**src/verilog/spims_map.vh**
```
`ifndef SPIMS_MAP_VH
`define SPIMS_MAP_VH
// ----------------------------------------
// Word format, divider and buffer depth
// ----------------------------------------
`define SPIMS_WORD_BITS 8
`define SPIMS_DIV_RESET 6'h01
`define SPIMS_DIV_UNIT 4
`define SPIMS_FIFO_DEPTH 8
// ----------------------------------------
// Sequencer states
// ----------------------------------------
`define SPIMS_ST_IDLE 2'h0
`define SPIMS_ST_SEL 2'h1
`define SPIMS_ST_SHIFT 2'h2
`define SPIMS_ST_DONE 2'h3
`endif

```
**src/verilog/spims_master.v**
```verilog
// Behaviour
// RULE1: Port acts as bus master only
// RULE2: Eight-bit words exchanged full duplex
// RULE3: Drives clock and data out, reads data in
// RULE4: No collision detection, single master only
// RULE5: Clock pulses once per bit, idle otherwise
// RULE6: Change on one edge, sample opposite
// RULE7: Polarity selectable, phase fixed at one
// RULE8: First bit driven on first clock edge
// RULE9: Slave takes first edge as word start
// RULE10: Only one slave drives serial input
// RULE11: Unselected slave ignores clock, tristates output
// RULE12: Both shift registers form sixteen-bit ring
// RULE13: Polarity zero launches rising, samples falling
// RULE14: Bit order chosen, same both directions
// RULE15: Auto select low around each word
// RULE16: Clock divides by multiples of four
// RULE17: Completion pulse and received word output

`include "spims_map.vh"

// ----------------------------------------
// Transmit word buffer
// ----------------------------------------
module spims_fifo #(
   parameter WIDTH = 8,
   parameter DEPTH = 8,
   parameter AW = 3
) (
   input wire mclk,
   input wire srst,
   input wire [WIDTH-1:0] in_data,
   input wire in_valid,
   output wire in_ready,
   output wire [WIDTH-1:0] out_data,
   output wire out_valid,
   input wire out_ready
);
   reg [WIDTH-1:0] mem [0:DEPTH-1]; // Word storage
   reg [AW-1:0] wr_q; // Write pointer
   reg [AW-1:0] rd_q; // Read pointer
   reg [AW:0] cnt_q; // Fill count
   reg ready_q; // Room for one more word, kept in a flop
   wire push;
   wire pop;

   assign in_ready = ready_q; // Straight from a flop, no gate after it
   assign out_valid = (cnt_q != 0);
   assign out_data = mem[rd_q];
   assign push = in_valid & in_ready;
   assign pop = out_valid & out_ready;

   // Pointer and count update
   always @(posedge mclk) begin
      if (srst) begin
         wr_q <= {AW{1'b0}};
         rd_q <= {AW{1'b0}};
         cnt_q <= {(AW+1){1'b0}};
         ready_q <= 1'b1;
      end else begin
         if (push) begin
            mem[wr_q] <= in_data;
            wr_q <= (wr_q == DEPTH - 1) ? {AW{1'b0}} : wr_q + 1'b1;
         end
         if (pop) begin
            rd_q <= (rd_q == DEPTH - 1) ? {AW{1'b0}} : rd_q + 1'b1;
         end
         if (push && !pop) begin
            cnt_q <= cnt_q + 1'b1;
            // Full once this push takes the last slot
            ready_q <= (cnt_q != DEPTH - 1);
         end else if (pop && !push) begin
            cnt_q <= cnt_q - 1'b1;
            ready_q <= 1'b1;
         end
      end
   end
endmodule

// ----------------------------------------
// Master-only serial port core
// ----------------------------------------
module spims_master #(
   parameter WORD_BITS = `SPIMS_WORD_BITS,
   parameter FIFO_DEPTH = `SPIMS_FIFO_DEPTH
) (
   input wire mclk,
   input wire srst,
   input wire port_enable,
   input wire clock_polarity_select,
   input wire lsb_first_select,
   input wire auto_select_enable,
   input wire [5:0] clock_divider_setting,
   input wire [WORD_BITS-1:0] tx_data,
   input wire tx_valid,
   output wire tx_ready,
   output reg [WORD_BITS-1:0] rx_data_q,
   output reg rx_done_q,
   output reg busy_q,
   input wire serial_in_line,
   output reg serial_out_line,
   output reg serial_clock_out,
   output reg slave_select_out
);
   reg [1:0] state_q; // Sequencer state
   reg [7:0] div_cnt_q; // Half-period counter
   reg [3:0] bit_cnt_q; // Bits done
   reg phase_q; // First half of bit period, clock away from idle level
   reg [WORD_BITS-1:0] tx_sh_q; // Outgoing word
   reg [WORD_BITS-1:0] rx_sh_q; // Incoming word
   reg rx_s1_q; // Input synchroniser stage one
   reg rx_s2_q; // Input synchroniser stage two
   reg lsb_q; // Bit order latched per word
   reg cpol_q; // Polarity latched per word
   reg sel_q; // Auto select latched per word
   wire [7:0] half_div;
   wire [WORD_BITS-1:0] fifo_data;
   wire fifo_valid;
   wire fifo_take;
   wire half_tick;
   wire samp_now; // Return edge of a bit period
   reg [1:0] samp_q; // Return-edge strobes in flight

   // Shift one received bit in, in the chosen order
   function [WORD_BITS-1:0] shift_in;
      input [WORD_BITS-1:0] sh;
      input b;
      input lsb;
      begin
         shift_in = lsb ? {b, sh[WORD_BITS-1:1]} : {sh[WORD_BITS-2:0], b};
      end
   endfunction

   // Divisor is four times the setting; zero treated as one
   assign half_div = (clock_divider_setting == 6'h00) ? 8'd2 : {1'b0, clock_divider_setting, 1'b0}; // RULE16
   assign half_tick = (div_cnt_q == half_div - 8'd1);
   assign fifo_take = (state_q == `SPIMS_ST_IDLE) & fifo_valid & port_enable;
   // Sample point of the slave bit, on the edge back to idle level
   assign samp_now = (state_q == `SPIMS_ST_SHIFT) & half_tick & phase_q; // RULE6

   spims_fifo #(
      .WIDTH(WORD_BITS),
      .DEPTH(FIFO_DEPTH),
      .AW(3)
   ) u_fifo (
      .mclk(mclk),
      .srst(srst),
      .in_data(tx_data),
      .in_valid(tx_valid),
      .in_ready(tx_ready),
      .out_data(fifo_data),
      .out_valid(fifo_valid),
      .out_ready(fifo_take)
   );

   // Serial input synchroniser
   always @(posedge mclk) begin
      if (srst) begin
         rx_s1_q <= 1'b0;
         rx_s2_q <= 1'b0;
      end else begin
         rx_s1_q <= serial_in_line;
         rx_s2_q <= rx_s1_q;
      end
   end

   // Word sequencer: master only, no collision logic
   always @(posedge mclk) begin
      if (srst) begin
         state_q <= `SPIMS_ST_IDLE;
         div_cnt_q <= 8'h00;
         bit_cnt_q <= 4'h0;
         phase_q <= 1'b0;
         tx_sh_q <= {WORD_BITS{1'b0}};
         rx_sh_q <= {WORD_BITS{1'b0}};
         samp_q <= 2'h0;
         rx_data_q <= {WORD_BITS{1'b0}};
         rx_done_q <= 1'b0;
         busy_q <= 1'b0;
         lsb_q <= 1'b0;
         cpol_q <= 1'b0;
         sel_q <= 1'b0;
         serial_out_line <= 1'b0;
         serial_clock_out <= 1'b0;
         slave_select_out <= 1'b1;
      end else begin
         rx_done_q <= 1'b0;
         // Strobe waits out the synchroniser, so the pin level at the return edge is kept
         samp_q <= {samp_q[0], samp_now};
         if (samp_q[1]) begin
            rx_sh_q <= shift_in(rx_sh_q, rx_s2_q, lsb_q); // RULE2 RULE12 RULE14
         end
         case (state_q)
            `SPIMS_ST_IDLE: begin
               serial_clock_out <= clock_polarity_select; // RULE5
               slave_select_out <= 1'b1; // RULE15
               busy_q <= 1'b0;
               div_cnt_q <= 8'h00;
               if (fifo_take) begin // RULE1 RULE4
                  tx_sh_q <= fifo_data;
                  lsb_q <= lsb_first_select;
                  cpol_q <= clock_polarity_select;
                  sel_q <= auto_select_enable;
                  busy_q <= 1'b1;
                  slave_select_out <= ~auto_select_enable; // RULE15
                  state_q <= `SPIMS_ST_SEL;
               end
            end
            `SPIMS_ST_SEL: begin
               // One half period of select setup before first edge
               div_cnt_q <= half_tick ? 8'h00 : div_cnt_q + 8'd1;
               if (half_tick) begin
                  // First edge launches first bit
                  serial_clock_out <= ~cpol_q; // RULE8 RULE7 RULE13
                  serial_out_line <= lsb_q ? tx_sh_q[0] : tx_sh_q[WORD_BITS-1]; // RULE14 RULE3
                  phase_q <= 1'b1;
                  bit_cnt_q <= 4'h0;
                  state_q <= `SPIMS_ST_SHIFT;
               end
            end
            `SPIMS_ST_SHIFT: begin
               div_cnt_q <= half_tick ? 8'h00 : div_cnt_q + 8'd1;
               if (half_tick) begin
                  serial_clock_out <= ~serial_clock_out; // RULE5
                  if (phase_q) begin
                     // Opposite edge: sample strobe queued, next outgoing bit moved up
                     if (lsb_q) begin // RULE14
                        tx_sh_q <= {1'b0, tx_sh_q[WORD_BITS-1:1]};
                     end else begin
                        tx_sh_q <= {tx_sh_q[WORD_BITS-2:0], 1'b0}; // RULE2
                     end
                     bit_cnt_q <= bit_cnt_q + 4'd1;
                     phase_q <= 1'b0;
                     if (bit_cnt_q == WORD_BITS - 1) begin
                        state_q <= `SPIMS_ST_DONE;
                     end
                  end else begin
                     // Launch edge drives next bit
                     serial_out_line <= lsb_q ? tx_sh_q[0] : tx_sh_q[WORD_BITS-1]; // RULE6
                     phase_q <= 1'b1;
                  end
               end
            end
            `SPIMS_ST_DONE: begin
               // Clock back at idle level; hold select one half period
               div_cnt_q <= half_tick ? 8'h00 : div_cnt_q + 8'd1;
               if (half_tick) begin
                  slave_select_out <= 1'b1; // RULE15
                  // Last strobe may land on this very edge at the fastest divider
                  rx_data_q <= samp_q[1] ? shift_in(rx_sh_q, rx_s2_q, lsb_q) : rx_sh_q; // RULE17
                  rx_done_q <= 1'b1; // RULE17
                  busy_q <= 1'b0;
                  state_q <= `SPIMS_ST_IDLE;
               end
            end
            default: begin
               state_q <= `SPIMS_ST_IDLE;
            end
         endcase
      end
   end
endmodule

```
**config.mk**
```make
export PLATFORM = sky130hd
export DESIGN_NAME = spims_master
export DESIGN_NICKNAME = d
export VERILOG_FILES = /design/src/verilog/spims_master.v
export VERILOG_INCLUDE_DIRS = /design/src /design/src/verilog
export SDC_FILE = /design/constraint.sdc
export NUM_CORES = 1
export LEC_CHECK = 0
export BUFFER_PORTS_ARGS = -buffer_cell sky130_fd_sc_hd__buf_2
export CAP_MARGIN = 10
export CORE_ASPECT_RATIO = 0.6
export CORE_MARGIN = 2
export CORE_UTILIZATION = 51
export DETAILED_ROUTE_END_ITERATION = 12
export PLACE_DENSITY_LB_ADDON = 0.2
export RECOVER_POWER = 25
export SYNTH_ARGS = -nofsm -noshare
export SYNTH_HDL_FRONTEND = slang
export SYNTH_SLANG_ARGS = --single-unit
```
**constraint.sdc**
```tcl
create_clock -name mclk -period 3.3 [get_ports mclk]
set_input_delay 0.66 -clock mclk [delete_from_list [all_inputs] [get_ports mclk]]
set_output_delay 0.66 -clock mclk [all_outputs]
set_load 0.02 [all_outputs]
```
Word level (Yosys, flattened, before mapping)
Memories as Yosys holds them, arrays and structs flattened. A register that Yosys moved wholly into a read port is not among the register bits.
Index checks and enable logic that the tools add are counted.
{"block": "totals", "reg_bits": 61, "ram_bits": 64, "output_inout_bits": 14, "n_memories": 1}
{"block": "op_classes", "addsub": 7, "n_eq_ne": 15, "mux": 50, "bitwise_logic": 10, "reduce_logical": 23}
{"memory": "u_fifo.mem", "words": 8, "word_bits": 8, "read_ports": 1, "rd_ports_with_merged_regs": 1, "wr": 1, "line": "spims_master.v:39", "text": "reg [WIDTH-1:0] mem [0:DEPTH-1];"}
{"op": "8-bit two-way mux", "count": 7}
{"op": "8-bit one-hot mux with 2 select lines", "count": 2}
{"op": "4-bit two-way mux", "count": 5}
{"op": "1-bit two-way mux", "count": 18}
{"op": "2-bit two-way mux", "count": 6}
{"op": "3-bit two-way mux", "count": 4}
{"op": "4-bit AND reduction", "count": 3}
{"op": "2-bit inequality test (second input constant)", "count": 5}
{"op": "4-bit by 1-bit adder with 4-bit output (second input constant)", "count": 2}
{"op": "8-bit by 1-bit adder with 8-bit output (second input constant)", "count": 1}
{"op": "8-bit == test", "count": 1}
{"op": "1-bit one-hot mux with 2 select lines", "count": 4}
{"op": "2-bit one-hot mux with 4 select lines", "count": 1}
{"op": "4-bit one-hot mux with 2 select lines", "count": 1}
{"op": "2-bit nonzero test", "count": 4}
{"op": "7-bit by 1-bit subtractor with 8-bit output (second input constant)", "count": 1}
{"op": "7-bit two-way mux", "count": 1}
{"op": "3-bit by 1-bit adder with 3-bit output (second input constant)", "count": 2}
{"op": "1-bit bitwise AND", "count": 6}
{"op": "3-bit == test (second input constant)", "count": 2}
{"op": "6-bit logical NOT", "count": 1}
{"op": "2-bit AND reduction", "count": 3}
{"op": "3-bit AND reduction", "count": 2}
{"op": "6-bit AND reduction", "count": 1}
{"op": "other kinds (15)", "count": 22}

Logic depth before layout (Yosys ltp)
{"block": "depth", "ltp_word": 7, "mapped_depth": 12}

Cells and area by module
From an unflattened synthesis, not the netlist that was laid out.
{"block": "hier_totals", "cells_unflattened": 471, "hier_area_um2": 5849.4}
{"mod": "spims_fifo", "instances": 1, "cells_per_inst": 180, "area_per_inst_um2": 3200.6, "seq_area_each_um2": 2202.1}
{"mod": "spims_master", "instances": 1, "cells_per_inst": 291, "area_per_inst_um2": 2648.8, "seq_area_each_um2": 1001.0}

Worst setup path before layout
No wires, ideal clock.
{"block": "synth_timing", "path_kind": "input -> register", "from": "input clock_divider_setting[2]", "to": "register rx_data_q[0]", "setup_time_ns": 0.121, "arrival_ns": 2.989, "path_slack_ns": 0.189, "stages": 11, "n_path_buf": 2, "cell_sequence": "buf_6 -> nor3_1 -> a21oi_1 -> ha_1 -> xor2_1 -> o211ai_1 -> or4b_4 -> a211oi_4 -> nand3_2 -> buf_6 -> mux2_4"}
{"block": "synth_via", "elab_chain_len": 5}
{"element": "start, declared", "line": "spims_master.v:93", "text": "input wire [5:0] clock_divider_setting,"}
{"element": "6-bit logical NOT", "line": "spims_master.v:135", "text": "assign half_div = (clock_divider_setting == 6'h00) ? 8'd2 : {1'b0, clock_divider_setting, 1'b0};"}
{"element": "7-bit two-way mux *", "line": "spims_master.v:135"}
{"element": "7-bit by 1-bit subtractor with 8-bit output *", "line": "spims_master.v:136", "text": "assign half_tick = (div_cnt_q == half_div - 8'd1);"}
{"element": "8-bit == test *", "line": "spims_master.v:136"}
{"element": "2-bit AND reduction (no line) *"}
{"element": "end signal, assigned", "line": "spims_master.v:177", "text": "rx_data_q <= {WORD_BITS{1'b0}};"}
{"element": "end signal, assigned", "line": "spims_master.v:250", "text": "rx_data_q <= samp_q[1] ? shift_in(rx_sh_q, rx_s2_q, lsb_q) : rx_sh_q;"}
{"element": "end, declared", "line": "spims_master.v:97", "text": "output reg [WORD_BITS-1:0] rx_data_q,"}
Mark *: on every way between the ends. The rest lies on a longest branch, timed or not.
A chain may end at the register's enable or synchronous reset.

Final worst setup path
{"block": "layout_timing", "from": "input clock_divider_setting[1]", "to": "register tx_sh_q[0]"}
{"block": "layout_via", "elab_chain_len": 6}
{"element": "6-bit logical NOT", "line": "spims_master.v:135"}
{"element": "7-bit two-way mux *", "line": "spims_master.v:135"}
{"element": "7-bit by 1-bit subtractor with 8-bit output *", "line": "spims_master.v:136"}
{"element": "8-bit == test *", "line": "spims_master.v:136"}
{"element": "2-bit inequality test (no line) *"}
{"element": "4-bit AND reduction (no line) *"}
{"element": "end signal, assigned", "line": "spims_master.v:174", "text": "tx_sh_q <= {WORD_BITS{1'b0}};"}
{"element": "end signal, assigned", "line": "spims_master.v:200", "text": "tx_sh_q <= fifo_data;"}
{"element": "end signal, assigned", "line": "spims_master.v:228", "text": "tx_sh_q <= {1'b0, tx_sh_q[WORD_BITS-1:1]};"}
{"element": "end, declared", "line": "spims_master.v:109", "text": "reg [WORD_BITS-1:0] tx_sh_q;"}
Marks and branches as above.

==> flow_summary.rst <==
.. list-table::
   :header-rows: 1

   * - Metric
     - Value
   * - Arrival @ worst endpoint
     - 3.22 ns
   * - Count of cells along the worst hold path
     - 1
   * - Total design power
     - 4.78 mW
   * - Met2 layer usage reported by global route
     - 29.6%
   * - Global routing usage on met3
     - 5.47%
   * - Post-Syn Area per Cell
     - 12.6 sq um
   * - Register-to-Register Setup Slack
     - 0.75 ns
   * - Cell Count Post-Placement
     - 617
   * - Required time of the critical path
     - 3.58 ns
   * - Register clock-pin slew on the reported worst setup and hold paths
     - 0.06 ns
   * - H-tree lvl count
     - 4
   * - GRT overflow
     - 0
   * - Static leakage power
     - 2.42 nW
   * - Max-cap viol count
     - 0
   * - Max-slew violation total from the final report
     - 0
   * - Routed WL
     - 11.6 mm
   * - Via count of the first global-routing pass
     - 3571
   * - Fraction of synthesized area in multiplexers
     - 14.8%
   * - Total track usage
     - 20.4%
   * - Worst Setup SP
     - clock_divider_setting[1]
   * - Sequence of cells on the critical path
     - buf_2, nor3_1, a21oi_1, ha_1, xor2_1, o211ai_1, or4b_4, a211oi_4, buf_4, a41oi_4, mux2i_1
   * - Start point of the worst hold path
     - samp_q[0]$_SDFF_PP0_
   * - Main combinational cell family by area after synthesis
     - multiplexers
   * - Count of filler cells inserted in the layout
     - 828
   * - Stage delay of the slowest cell on the critical path
     - 0.52 ns
   * - Worst slack, placed
     - -0.0499 ns
   * - Total setup violations reported at the end of the flow
     - 0
   * - DRC
     - 0
   * - Die Ht
     - 86.0 um
   * - Minimum clock period
     - 2.94 ns
   * - Initial antenna violation count
     - 0
   * - Post-detailed-route count of antenna-violating nets
     - 0
   * - Startpoint of the worst-slack reg-to-reg timing path
     - u_fifo.cnt_q[0]$_SDFFE_PP0P_
   * - Peak Freq
     - 341 MHz
   * - Worst R2R End
     - u_fifo.cnt_q[3]$_SDFFE_PP0P_
   * - Synth area leader
     - sky130_fd_sc_hd__edfxtp_1
   * - Master of the slowest instance on the critical path
     - sky130_fd_sc_hd__or4b_4
   * - Most used routing layer
     - met1
   * - Die Wd
     - 141 um
   * - Class of the tightest hold or removal check
     - reg -> reg
   * - Global-route wire length before repair
     - 18.8 mm
   * - Sink Count
     - 128
   * - Number of detailed-route iterations in the first pass
     - 5
   * - Wirelength per Cell
     - 17.8 um
   * - Number of buffers inserted by port buffering
     - 35
   * - Clock tree from TritonCTS
     - done
   * - CP Class
     - in -> reg
   * - Half-perimeter wire length after placement
     - 7.68 mm
   * - Simple-gate share of the synthesized area
     - 12.5%
   * - Number of cells upsized or downsized after cts
     - 0
   * - Warning count from the yosys run
     - 0
   * - Asr flop ratio synth
     - 0%
   * - Total number of vias
     - 3717
   * - Maximum number of buffers from clock root to sink
     - 2
   * - Setup fix buffers added after clock tree synthesis
     - 0
   * - Final Net Count
     - 534
   * - Final standard cell area without fillers
     - 6650 sq um
   * - Layout cell share with drive strength beyond 1
     - 22.7%
   * - Area of the mapped netlist
     - 5720 sq um
   * - Count of placed standard cells in the final layout, fillers left out
     - 649
   * - Part of the Yosys area used for sequential elements
     - 56.0%
   * - Outcome
     - complete, no violations
   * - Worst vdd rail ir drop
     - 0.000426 V
   * - Number of register bits inferred by synthesis
     - 128
   * - Worst setup slack after layout
     - 0.365 ns
   * - Synth-to-layout area growth
     - 16.2%
   * - Largest fanout on the critical path
     - 8
   * - Number of buffers created by CTS
     - 17
   * - Effective utilization at floorplan
     - 53.3%
   * - Predominant post-synthesis flop cell
     - sky130_fd_sc_hd__edfxtp_1
   * - Area of the multi-input gates
     - 2350 sq um
   * - Compound-Gate Fraction of Synth Area
     - 8.31%
   * - Sequential cell area
     - 3200 sq um
   * - Slew of the pin with the lowest slew margin
     - 1.01 ns
   * - Area of the die
     - 12100 sq um
   * - Xor/xnor share of the synthesized area
     - 2.14%
   * - Crit path buffers/inverters
     - 2
   * - Placer's final routability congestion estimate
     - 0.800
   * - Clock insertion delay at the later pin of the skew report
     - 0.42 ns
   * - Final hold vios
     - 0
   * - Post-Syn Instances
     - 454
   * - Dominant cells by area after synthesis
     - sky130_fd_sc_hd__edfxtp_1 34%, sky130_fd_sc_hd__dfxtp_1 22%, sky130_fd_sc_hd__mux4_2 6.3%
   * - Post-synth EDFFs
     - 64
   * - Number of top-level pins
     - 36
   * - Row Count
     - 29
   * - Count of cell types in the netlist
     - 58
   * - Number of hold buffers added after CTS
     - 0
   * - Met1 routing resource usage after global routing
     - 30.0%
   * - Worst Hold Path EP
     - samp_q[1]$_SDFF_PP0_
   * - Share of the clock period used by the worst path after layout
     - 89.0%
   * - Area inside the core boundary
     - 10700 sq um
   * - Top cell type's share of synthesized area
     - 33.6%
   * - Relative slew slack
     - 32.3%
   * - Mapped Nets
     - 491
   * - Maximum number of pins on one net before global-route repair
     - 52
   * - Buffer cell driving the clock tree root
     - sky130_fd_sc_hd__clkbuf_16
   * - Post-place instance area
     - 6070 sq um
   * - DR iter-0 viols
     - 354
   * - Startpoint type of the worst setup path
     - input pin
   * - Final antenna diode count
     - 0
   * - RSZ-0062 raised after global routing
     - false
   * - Layout Skew
     - 0.0101 ns
   * - Adder-Cell Fraction of Synth Area
     - 3.41%
   * - Endpoint class of the critical path
     - flip-flop
   * - Pwr per Cell Area
     - 720 nW/um^2
   * - Family with the most delay on the worst path
     - simple AND/OR/NAND/NOR gates
   * - Path depth of the worst reg2reg path
     - 10
   * - Commonest cells after routing, fill and taps aside
     - 64 x sky130_fd_sc_hd__dfxtp_1, 64 x sky130_fd_sc_hd__edfxtp_1, 33 x sky130_fd_sc_hd__nor2_1, 30 x sky130_fd_sc_hd__mux2i_1, 29 x sky130_fd_sc_hd__nand2_1
   * - Average vias per placed instance
     - 5.73
## per-stage QoR
stage | hold slack [ns] | TNS (ns) | util (%)
final | 0.436 | 0 | 61.9
after global routing | 0.460 | 0 | 61.9
after CTS | 0.439 | 0 | 62.0
after detailed placement | 0.433 | -0.293 | 56.6
after global placement | 0.423 | 0 | 56.6
after floorplan | 0.414 | 0 | -
## cell usage after synthesis (9+ instances only)
cell type	count
sky130_fd_sc_hd__a211oi_1	9
sky130_fd_sc_hd__a21oi_1	11
sky130_fd_sc_hd__nand2_1	29
sky130_fd_sc_hd__nor2_1	33
sky130_fd_sc_hd__mux4_2	16
sky130_fd_sc_hd__edfxtp_1	64
sky130_fd_sc_hd__nand3_1	9
sky130_fd_sc_hd__mux2i_1	30
sky130_fd_sc_hd__dfxtp_1	64
sky130_fd_sc_hd__clkbuf_1	19
sky130_fd_sc_hd__nor2b_1	14
sky130_fd_sc_hd__ha_1	14
sky130_fd_sc_hd__nor3_1	12
sky130_fd_sc_hd__inv_1	10
## registers in the layout, summed over array words and instances (netlist names), 2 cells and up, named ones only
register,flops
tx_sh_q,8
u_fifo.cnt_q,4
div_cnt_q,8
u_fifo.rd_q,3
u_fifo.mem,64
rx_sh_q,8
rx_data_q,8
u_fifo.wr_q,3
state_q,2
samp_q,2
bit_cnt_q,4
## cell families (layout without fill, tap and decap cells)
logic type	count (synthesis)	in the layout
flops	128	128
compound gates	63	63
buf+inv	37	93
fa+ha+maj	15	15
mux	60	60
simple gates	137	137
xor+xnor	14	14
## final cells by class
type                    instances  area share, %
well taps                     139           2.62
flip-flops and latches        128           48.2
clock buffers                  17           6.40
multi-input cells             289           35.4
inverters                      10          0.565
clock inverters                15           2.33
repair buffers                 51           4.50
## metal layers
layer / part of all wire [%] / routed length, um
met2: 43 / 4940
met4: 1.2 / 136
met1: 50 / 5740
met5: 0 / 0
met3: 6.6 / 765
## power breakdown
| group | switching (mW) | internal [mW] |
|---|---|---|
| Clock | 0.720 | 1.12 |
| Sequential | 0.136 | 1.79 |
| Combinational | 0.540 | 0.479 |
## worst max path at each step
stage / endpoint / slack (ns) / cells past startpoint
6_report: tx_sh_q[0]$_SDFFE_PP0P_ / 0.36 / 11
5_1_grt: tx_sh_q[4]$_SDFFE_PP0P_ / 0.18 / 11
4_1_cts: tx_sh_q[0]$_SDFFE_PP0P_ / 0.38 / 11
3_5_place_dp: tx_sh_q[0]$_SDFFE_PP0P_ / -0.05 / 11
3_3_place_gp: tx_sh_q[3]$_SDFFE_PP0P_ / 0.06 / 11
2_1_floorplan: rx_data_q[0]$_SDFFE_PP0P_ / 0.19 / 11
Power figures use the tool's default switching activity.
